<file path="src/logic/mid_pkg.sv">
// package: widths, constants, op codes and carriers of the midrange decoder
// Overview of operation
// - take 14-bit words: opcode plus operand fields
// - destination bit 0 to accumulator, 1 to file
// - file operand is 7-bit address, 0x00-0x7F
// - 8-bit data literals, 11-bit jump targets
// - bit field picks one bit of file
// - instruction cycle is four clock periods
// - true conditional test adds one no-operation cycle
// - program counter changes take two cycles
// - file instructions read, modify, then store
// - port readback uses pin levels, not latch
// - store to timer count clears assigned prescaler
// - dec/inc skip if zero, status untouched
// - rotates through carry update only carry
// - file logic ops update zero; add/sub all
// - bit op code: clear, set, skip-clear, skip-set
// - literal arithmetic and logic ops with their flags
// - standby sets timeout and clears powerdown; watchdog kick sets both flags
// - interrupt return and plain return take two cycles
// - don't-care encoding bits are ignored
package mid_pkg;
    localparam int MID_IW = 14;
    localparam int MID_PCW = 13;
    localparam int MID_FAW = 7;
    localparam int MID_DW = 8;
    localparam int MID_K11W = 11;
    localparam int MID_BSW = 3;
    localparam int MID_D_POS = 7;
    localparam int MID_B_LSB = 7;
    localparam int MID_NIB = 4;
    localparam logic [MID_PCW-1:0] MID_RESET_VEC = 13'h0000;
    localparam logic [MID_PCW-1:0] MID_PC_STEP = 13'h0001;
    localparam logic [MID_FAW-1:0] MID_PORT_ADDR = 7'h05;
    localparam logic [MID_FAW-1:0] MID_TIMER_ZERO_ADDR = 7'h01;
    localparam logic [MID_DW-1:0] MID_ZERO = 8'h00;
    localparam logic [MID_DW-1:0] MID_ONE = 8'h01;

    typedef enum logic [5:0] {
        op_no_operation, op_move_acc_file, op_clear_acc, op_clear_file,
        op_sub_acc_from_file, op_dec_file, op_or_acc_file, op_and_acc_file,
        op_xor_acc_file, op_add_acc_to_file, op_move_file, op_compl_file,
        op_inc_file, op_dec_skip_zero, op_rotate_right_carry, op_rotate_left_carry,
        op_swap_file, op_inc_skip_zero, op_bit_clear, op_bit_set,
        op_test_skip_clear, op_test_skip_set, op_call, op_branch_jump,
        op_move_literal, op_return_literal, op_or_literal, op_and_literal,
        op_xor_literal, op_sub_from_literal, op_add_literal, op_return,
        op_interrupt_return, op_standby, op_watchdog_kick
    } mid_op_t;

    typedef enum logic [1:0] {ph_setup, ph_read, ph_capture, ph_execute} mid_phase_t;

    typedef struct packed {
        mid_op_t op;
        logic [MID_FAW-1:0] fa;
        logic dst_file;
        logic [MID_BSW-1:0] bsel;
        logic [MID_DW-1:0] k8;
        logic [MID_K11W-1:0] k11;
        logic names_file;
        logic wr_file;
        logic wr_acc;
        logic upd_c;
        logic upd_dc;
        logic upd_z;
        logic two_cycle;
        logic skip_kind;
    } mid_dec_t;

    typedef struct packed {
        logic [MID_DW-1:0] res;
        logic c;
        logic dc;
        logic z;
        logic bit_val;
    } mid_alu_t;
endpackage

</file>
<file path="src/logic/mid_core.sv">
// module: instruction sequencer, file access and status of the midrange core
`timescale 1ns/1ps
`default_nettype none
module mid_core
    import mid_pkg::*;
(
    input wire logic clk_sys,
    input wire logic rst,
    output logic [mid_pkg::MID_PCW-1:0] prog_addr,
    input wire logic [mid_pkg::MID_IW-1:0] instr_word,
    output logic [mid_pkg::MID_FAW-1:0] file_addr,
    output logic file_rd,
    output logic file_wr,
    output logic [mid_pkg::MID_DW-1:0] file_wdata,
    input wire logic [mid_pkg::MID_DW-1:0] file_rdata,
    input wire logic [mid_pkg::MID_DW-1:0] port_pins,
    input wire logic prescaler_to_timer,
    output logic prescaler_clear,
    input wire logic [mid_pkg::MID_PCW-1:0] ret_addr,
    output logic stack_push,
    output logic stack_pop,
    output logic [mid_pkg::MID_PCW-1:0] push_addr,
    output logic interrupt_ret,
    output logic [mid_pkg::MID_DW-1:0] acc,
    output logic carry_flag,
    output logic digit_carry_flag,
    output logic zero_flag,
    output logic timeout_flag,
    output logic powerdown_flag,
    output logic standby_req,
    output logic watchdog_kick,
    output logic instr_retire
);
    typedef struct packed {
        mid_phase_t phase;
        logic [MID_PCW-1:0] pc;
        logic [MID_IW-1:0] ir;
        logic ir_valid;
        logic [MID_DW-1:0] pins_meta;
        logic [MID_DW-1:0] pins_sync;
        logic [MID_DW-1:0] opnd;
        logic [MID_DW-1:0] acc;
        logic c;
        logic dc;
        logic z;
        logic to;
        logic pd;
        logic [MID_FAW-1:0] faddr;
        logic frd;
        logic fwr;
        logic [MID_DW-1:0] fwdata;
        logic psc_clr;
        logic push;
        logic pop;
        logic iret;
        logic [MID_PCW-1:0] push_addr;
        logic standby;
        logic kick;
        logic retire;
    } mid_core_st_t;

    mid_core_st_t q;
    mid_core_st_t d;
    mid_dec_t dec;
    mid_alu_t alu;
    logic ex;
    logic skip_now;
    logic [MID_PCW-1:0] jump_target;

    ////////////////////////////////////////////////////////////////////////////
    // decode and data path on the held word

    mid_decode u_decode (
        .instr (q.ir),
        .dec   (dec)
    );

    mid_alu u_alu (
        .dec   (dec),
        .opnd  (q.opnd),
        .acc   (q.acc),
        .carry (q.c),
        .r     (alu)
    );

    assign ex = (q.phase == ph_execute) && q.ir_valid;
    assign jump_target = {q.pc[MID_PCW-1:MID_K11W], dec.k11};

    always_comb
    begin
        case (dec.op)
            op_dec_skip_zero, op_inc_skip_zero: skip_now = alu.z;
            op_test_skip_clear: skip_now = !alu.bit_val;
            op_test_skip_set: skip_now = alu.bit_val;
            default: skip_now = 1'b0;
        endcase
    end

    ////////////////////////////////////////////////////////////////////////////
    // next state

    always_comb
    begin
        d = q;
        d.pins_meta = port_pins;
        d.pins_sync = q.pins_meta;
        d.frd = 1'b0;
        d.fwr = 1'b0;
        d.psc_clr = 1'b0;
        d.push = 1'b0;
        d.pop = 1'b0;
        d.iret = 1'b0;
        d.standby = 1'b0;
        d.kick = 1'b0;
        d.retire = 1'b0;
        case (q.phase)
            ph_setup:
            begin
                d.phase = ph_read;
                if (q.ir_valid && dec.names_file)
                begin
                    d.faddr = dec.fa;
                    d.frd = 1'b1;
                end
            end
            ph_read:
            begin
                d.phase = ph_capture;
            end
            ph_capture:
            begin
                d.phase = ph_execute;
                if (q.faddr == MID_PORT_ADDR)
                    d.opnd = q.pins_sync;
                else
                    d.opnd = file_rdata;
            end
            ph_execute:
            begin
                d.phase = ph_setup;
                d.ir = instr_word;
                d.ir_valid = 1'b1;
                d.pc = q.pc + MID_PC_STEP;
                if (q.ir_valid)
                begin
                    d.retire = 1'b1;
                    if (dec.wr_file)
                    begin
                        d.fwr = 1'b1;
                        d.fwdata = alu.res;
                        if (dec.fa == MID_TIMER_ZERO_ADDR && prescaler_to_timer)
                            d.psc_clr = 1'b1;
                    end
                    if (dec.wr_acc)
                        d.acc = alu.res;
                    if (dec.upd_c)
                        d.c = alu.c;
                    if (dec.upd_dc)
                        d.dc = alu.dc;
                    if (dec.upd_z)
                        d.z = alu.z;
                    if (dec.skip_kind && skip_now)
                        d.ir_valid = 1'b0;
                    if (dec.two_cycle)
                        d.ir_valid = 1'b0;
                    case (dec.op)
                        op_call:
                        begin
                            d.push = 1'b1;
                            d.push_addr = q.pc;
                            d.pc = jump_target;
                        end
                        op_branch_jump:
                        begin
                            d.pc = jump_target;
                        end
                        op_return, op_return_literal, op_interrupt_return:
                        begin
                            d.pop = 1'b1;
                            d.iret = (dec.op == op_interrupt_return);
                            d.pc = ret_addr;
                        end
                        op_standby:
                        begin
                            d.standby = 1'b1;
                            d.pd = 1'b0;
                            d.to = 1'b1;
                        end
                        op_watchdog_kick:
                        begin
                            d.kick = 1'b1;
                            d.pd = 1'b1;
                            d.to = 1'b1;
                        end
                        default:
                        begin
                        end
                    endcase
                end
            end
            default:
            begin
                d.phase = ph_setup;
            end
        endcase
    end

    always_ff @(posedge clk_sys or posedge rst)
    begin
        if (rst)
        begin
            q <= '0;
            q.phase <= ph_setup;
            q.pc <= MID_RESET_VEC;
            q.to <= 1'b1;
            q.pd <= 1'b1;
        end
        else
        begin
            q <= d;
        end
    end

    ////////////////////////////////////////////////////////////////////////////
    // outputs

    assign prog_addr = q.pc;
    assign file_addr = q.faddr;
    assign file_rd = q.frd;
    assign file_wr = q.fwr;
    assign file_wdata = q.fwdata;
    assign prescaler_clear = q.psc_clr;
    assign stack_push = q.push;
    assign stack_pop = q.pop;
    assign push_addr = q.push_addr;
    assign interrupt_ret = q.iret;
    assign acc = q.acc;
    assign carry_flag = q.c;
    assign digit_carry_flag = q.dc;
    assign zero_flag = q.z;
    assign timeout_flag = q.to;
    assign powerdown_flag = q.pd;
    assign standby_req = q.standby;
    assign watchdog_kick = q.kick;
    assign instr_retire = q.retire;
endmodule
`default_nettype wire

</file>
<file path="src/logic/mid_decode.sv">
// module: instruction word decoder
`timescale 1ns/1ps
`default_nettype none
module mid_decode
    import mid_pkg::*;
(
    input wire logic [mid_pkg::MID_IW-1:0] instr,
    output var mid_pkg::mid_dec_t dec
);
    logic byte_op;

    always_comb
    begin
        dec = '0;
        dec.fa = instr[MID_FAW-1:0];
        dec.dst_file = instr[MID_D_POS];
        dec.bsel = instr[MID_B_LSB +: MID_BSW];
        dec.k8 = instr[MID_DW-1:0];
        dec.k11 = instr[MID_K11W-1:0];
        // ? bits are don't-care; unlisted words run as no-operation
        casez (instr)
            14'b00_0000_0??0_0000: dec.op = op_no_operation;
            14'b00_0000_0000_1001: dec.op = op_interrupt_return;
            14'b00_0000_0000_1000: dec.op = op_return;
            14'b00_0000_0110_0011: dec.op = op_standby;
            14'b00_0000_0110_0100: dec.op = op_watchdog_kick;
            14'b00_0000_1???_????: dec.op = op_move_acc_file;
            14'b00_0001_0???_????: dec.op = op_clear_acc;
            14'b00_0001_1???_????: dec.op = op_clear_file;
            14'b00_0010_????_????: dec.op = op_sub_acc_from_file;
            14'b00_0011_????_????: dec.op = op_dec_file;
            14'b00_0100_????_????: dec.op = op_or_acc_file;
            14'b00_0101_????_????: dec.op = op_and_acc_file;
            14'b00_0110_????_????: dec.op = op_xor_acc_file;
            14'b00_0111_????_????: dec.op = op_add_acc_to_file;
            14'b00_1000_????_????: dec.op = op_move_file;
            14'b00_1001_????_????: dec.op = op_compl_file;
            14'b00_1010_????_????: dec.op = op_inc_file;
            14'b00_1011_????_????: dec.op = op_dec_skip_zero;
            14'b00_1100_????_????: dec.op = op_rotate_right_carry;
            14'b00_1101_????_????: dec.op = op_rotate_left_carry;
            14'b00_1110_????_????: dec.op = op_swap_file;
            14'b00_1111_????_????: dec.op = op_inc_skip_zero;
            14'b01_00??_????_????: dec.op = op_bit_clear;
            14'b01_01??_????_????: dec.op = op_bit_set;
            14'b01_10??_????_????: dec.op = op_test_skip_clear;
            14'b01_11??_????_????: dec.op = op_test_skip_set;
            14'b10_0???_????_????: dec.op = op_call;
            14'b10_1???_????_????: dec.op = op_branch_jump;
            14'b11_00??_????_????: dec.op = op_move_literal;
            14'b11_01??_????_????: dec.op = op_return_literal;
            14'b11_1000_????_????: dec.op = op_or_literal;
            14'b11_1001_????_????: dec.op = op_and_literal;
            14'b11_1010_????_????: dec.op = op_xor_literal;
            14'b11_110?_????_????: dec.op = op_sub_from_literal;
            14'b11_111?_????_????: dec.op = op_add_literal;
            default: dec.op = op_no_operation;
        endcase
        byte_op = dec.op inside {[op_move_acc_file:op_inc_skip_zero]} && dec.op != op_clear_acc;
        dec.names_file = byte_op || dec.op inside {[op_bit_clear:op_test_skip_set]};
        dec.wr_file = (byte_op && dec.dst_file) || dec.op inside {op_bit_clear, op_bit_set};
        dec.wr_acc = (byte_op && !dec.dst_file && dec.op != op_move_acc_file)
            || dec.op inside {op_clear_acc, [op_move_literal:op_add_literal]};
        dec.upd_c = dec.op inside {op_add_acc_to_file, op_sub_acc_from_file,
            op_rotate_left_carry, op_rotate_right_carry, op_add_literal, op_sub_from_literal};
        dec.upd_dc = dec.op inside {op_add_acc_to_file, op_sub_acc_from_file,
            op_add_literal, op_sub_from_literal};
        dec.upd_z = dec.op inside {op_add_acc_to_file, op_sub_acc_from_file, op_and_acc_file,
            op_or_acc_file, op_xor_acc_file, op_clear_file, op_clear_acc, op_compl_file,
            op_dec_file, op_inc_file, op_move_file, [op_or_literal:op_add_literal]};
        dec.two_cycle = dec.op inside {op_call, op_branch_jump, op_return_literal,
            op_return, op_interrupt_return};
        dec.skip_kind = dec.op inside {op_dec_skip_zero, op_inc_skip_zero,
            op_test_skip_clear, op_test_skip_set};
    end
endmodule
`default_nettype wire

</file>
<file path="src/logic/mid_alu.sv">
// module: data path arithmetic and logic for one instruction
`timescale 1ns/1ps
`default_nettype none
module mid_alu
    import mid_pkg::*;
(
    input wire mid_pkg::mid_dec_t dec,
    input wire logic [mid_pkg::MID_DW-1:0] opnd,
    input wire logic [mid_pkg::MID_DW-1:0] acc,
    input wire logic carry,
    output var mid_pkg::mid_alu_t r
);
    logic [MID_DW-1:0] x;
    logic [MID_DW-1:0] yy;
    logic [MID_DW-1:0] mask;
    logic inv;
    logic [MID_DW:0] s9;
    logic [MID_NIB:0] s5;

    always_comb
    begin
        x = opnd;
        inv = dec.op inside {op_sub_acc_from_file, op_sub_from_literal};
        if (dec.op inside {op_add_literal, op_sub_from_literal})
            x = dec.k8;
        yy = inv ? ~acc : acc;
        s9 = {1'b0, x} + {1'b0, yy} + {{MID_DW{1'b0}}, inv};
        s5 = {1'b0, x[MID_NIB-1:0]} + {1'b0, yy[MID_NIB-1:0]} + {{MID_NIB{1'b0}}, inv};
        mask = MID_ONE << dec.bsel;
        r.c = carry;
        r.dc = s5[MID_NIB];
        r.bit_val = opnd[dec.bsel];
        case (dec.op)
            op_move_acc_file: r.res = acc;
            op_clear_acc, op_clear_file: r.res = MID_ZERO;
            op_add_acc_to_file, op_sub_acc_from_file, op_add_literal, op_sub_from_literal:
            begin
                r.res = s9[MID_DW-1:0];
                r.c = s9[MID_DW];
            end
            op_dec_file, op_dec_skip_zero: r.res = opnd - MID_ONE;
            op_inc_file, op_inc_skip_zero: r.res = opnd + MID_ONE;
            op_or_acc_file: r.res = acc | opnd;
            op_and_acc_file: r.res = acc & opnd;
            op_xor_acc_file: r.res = acc ^ opnd;
            op_compl_file: r.res = ~opnd;
            op_rotate_left_carry:
            begin
                r.res = {opnd[MID_DW-2:0], carry};
                r.c = opnd[MID_DW-1];
            end
            op_rotate_right_carry:
            begin
                r.res = {carry, opnd[MID_DW-1:1]};
                r.c = opnd[0];
            end
            op_swap_file: r.res = {opnd[MID_NIB-1:0], opnd[MID_DW-1:MID_NIB]};
            op_bit_clear: r.res = opnd & ~mask;
            op_bit_set: r.res = opnd | mask;
            op_move_literal, op_return_literal: r.res = dec.k8;
            op_or_literal: r.res = acc | dec.k8;
            op_and_literal: r.res = acc & dec.k8;
            op_xor_literal: r.res = acc ^ dec.k8;
            default: r.res = opnd;
        endcase
        r.z = (r.res == MID_ZERO);
    end
endmodule
`default_nettype wire

</file>
<file path="config.mk">
export PLATFORM = sky130hd
export DESIGN_NAME = mid_core
export DESIGN_NICKNAME = d
export VERILOG_FILES = /design/src/logic/mid_pkg.sv /design/src/logic/mid_core.sv /design/src/logic/mid_decode.sv /design/src/logic/mid_alu.sv
export SDC_FILE = /design/constraint.sdc
export NUM_CORES = 1
export LEC_CHECK = 0
export BUFFER_PORTS_ARGS = -buffer_cell sky130_fd_sc_hd__buf_2
export CAP_MARGIN = 20
export CORE_MARGIN = 5
export CORE_UTILIZATION = 54
export DETAILED_ROUTE_END_ITERATION = 12
export GPL_TIMING_DRIVEN = 0
export PLACE_DENSITY = 0.88
export SYNTH_ARGS = -nofsm -noshare
export SYNTH_HDL_FRONTEND = slang
export SYNTH_HIERARCHICAL = 1
export SYNTH_SLANG_ARGS = --single-unit
</file>
<file path="constraint.sdc">
create_clock -name clk_sys -period 6.05 [get_ports clk_sys]
set_input_delay 0.605 -clock clk_sys [delete_from_list [all_inputs] [get_ports clk_sys]]
set_output_delay 0.605 -clock clk_sys [all_outputs]
set_load 0.02 [all_outputs]
</file>
==> impl_metrics.py <==
metrics = {
    "outcome": {
        "status": "finished clean",
    },
    "grt": {
        "antenna_found_initial": 0,
        "grt_pass1_wl_mm": 38.8,
        "grt_max_degree": 62,
        "grt_overflow_total": 0,
        "grt_usage_pct": 27.0,
        "grt_pass1_vias": 7295,
    },
    "power": {
        "power_frac_comb_pct": 46.9,
        "p_sw_mw": 1.23,
        "pwr-share-seq_pct": 33.8,
        "peakVddDrop_v": 0.000227,
        "total_power_mw": 3.08,
        "pwr-share-clk_pct": 19.2,
        "power.density_nw_per_um2": 318,
        "p_leak_nw": 4.33,
        "power.share.switching_pct": 39.9,
        "internal-power_mw": 1.85,
    },
    "critical_path": {
        "startpoint": "q[84]$_DFFE_PP0P_",
        "rrSetupSlack_ns": 0.1,
        "critPathKind": "reg2reg",
        "startpoint_type": "register",
        "crit_path_end_kind": "register",
        "endpoint": "q[74]$_DFFE_PP0P_",
        "reg2regPathDepth": 26,
        "regToRegEndpoint": "q[74]$_DFFE_PP0P_",
        "worst_ep_required_time_ns": 6.31,
        "r2r_start": "q[84]$_DFFE_PP0P_",
        "path_max_fanout": 10,
        "crit_arrival_ns": 6.21,
    },
    "cells_and_area": {
        "final_util_pct": 66.0,
        "nNetsFinal": 1067,
        "diodes": 0,
        "layout_common_cells": "buf_2 (112), buf_4 (107), dfrtp_1 (92)",
        "final_common_cell": "buf_2",
        "drive_gt1_share_pct": 38.1,
        "syn2layout_area_growth_pct": 19.3,
    },
    "drt": {
        "remaining_drc_errors": 0,
        "drt_pass1_iterations": 6,
        "drt_iter0_drc": 880,
        "wl_per_cell_um": 20.5,
        "dr_total_vias": 7695,
        "vias_per_cell": 6.43,
        "final_antenna_net_count": 0,
        "drt-total-wl_mm": 24.5,
    },
    "timing": {
        "fin_ws_ns": 0.0951,
        "finalMaxSlewViolations": 0,
        "max_slew_margin_pct": 32.2,
        "tightestPinTransition_ns": 1.01,
        "finalCriticalPeriod_ns": 5.95,
        "hold_viol": 0,
        "setup-violations-final": 0,
        "period_share_pct": 98.4,
        "max_freq_ghz": 0.168,
        "clock-skew-final_ns": 0.0101,
    },
    "clock_network": {
        "h-tree-depth": 3,
        "cts.clk_slew.worst_paths_ns": 0.07,
        "insertion_delay_ns": 0.36,
        "cts_root_buf": "clkbuf_16",
        "cts_tree": "built",
        "tritoncts.num_buffers": 9,
        "clock-sinks": 103,
        "clockBufferDepth": 2,
    },
    "die": {
        "initial_core_util_pct": 55.3,
        "die_x_um": 132,
        "ios": 109,
        "core_um2": 14600,
        "core.rowCount": 44,
        "dieArea_um2": 17500,
        "die_h_um": 132,
    },
    "placed_design": {
        "place.detailed.hpwl_mm": 17.5,
        "io_buffers": 107,
        "gp_congestion": 1.05,
        "pre_cts_ws_ns": -0.935,
    },
    "worst_hold_path": {
        "hold_path.class": "in2async",
    },
    "yosys": {
        "synth_cells": 866,
        "yosys_warnings": 6,
        "syn_nets": 926,
        "syn_avg_cell_area_um2": 9.35,
        "syn_area_um2": 8100,
    },
    "flow_run": {
        "maxCapViolCount": 0,
    },
}
## how the worst min path moves through the flow
stage / startpoint / end
5_1_grt: port_pins[5] / d[63]$_DFF_PP0_
6_report: rst / q[81]$_DFFE_PP0P_
4_1_cts: rst / q[55]$_DFFE_PP0P_
3_3_place_gp: d[58]$_DFF_PP0_ / q[58]$_DFF_PP0_
2_1_floorplan: d[58]$_DFF_PP0_ / q[58]$_DFF_PP0_
3_5_place_dp: d[61]$_DFF_PP0_ / q[61]$_DFF_PP0_
## flip-flops by register name, summed over array words and instances (netlist names), 7 cells and up
signal,flops
prog_addr,13
d,8
q,33
acc,8
file_wdata,8
file_addr,7
push_addr,13
## metal layers
metal | wire length [µm] | track usage (%)
met1 | 9770 | 35.8
met2 | 11500 | 42.5
met5 | 0 | 0
met3 | 2310 | 6.57
met4 | 998 | 11.4
## power by group through the flow
stage | Clock [mW] | Sequential, mW | Combinational (mW)
2_1_floorplan | 0 | 0.967 | 1.00
3_3_place_gp | 0 | 1.03 | 1.29
3_5_place_dp | 0 | 1.04 | 1.31
4_1_cts | 0.598 | 1.03 | 1.35
5_1_grt | 0.627 | 1.06 | 1.55
6_report | 0.592 | 1.04 | 1.44
## critical path, stage by stage (launching register included)
cell      delay (ns)
dfrtp_2         0.48
clkbuf_4        0.22
nor2b_1         0.16
o21ai_1         0.40
nand3_4         0.15
clkbuf_4        0.21
buf_6           0.15
nor3_2          0.25
o211ai_4        0.17
xnor2_2         0.18
inv_1           0.09
fa_1            0.42
nand2b_4        0.18
a21oi_4         0.19
a31oi_4         0.13
xnor2_2         0.19
nor2_2          0.09
o31a_1          0.31
o32a_1          0.29
or4_4           0.57
nor4_4          0.37
nand2_1         0.10
o22ai_1         0.15
a32o_2          0.20
a21oi_1         0.06
nor2_1          0.09
nor2_1          0.05
## layout make-up
type	count	area, µm²
flip-flops and latches	103	2590
inverters	25	98.8
clock buffers	11	233
well taps	184	230
repair buffers	133	748
fillers	1137	4980
clock inverters	5	63.8
plain buffers	128	902
multi-input cells	607	4800
## per-stage QoR
stage               hold slack, ns  area (µm²)  TNS, ns  cells
finish                       0.305        9660        0   1196
global route                 0.343        9660   -0.114   1196
CTS                          0.321        9380        0   1180
detailed placement           0.337        8890    -1.38   1158
global placement             0.334        8860    -1.25   1157
floorplan                    0.331        8100        0    866
## timing repair
action | 4_1_cts | 5_1_grt
pin swaps | 6 | 23
setup endpoints to repair | 2 | 1
hold buffers | 0 | 0
setup buffers | 8 | 17
gates resized for setup | 26 | 45
Power figures use the tool's default switching activity.
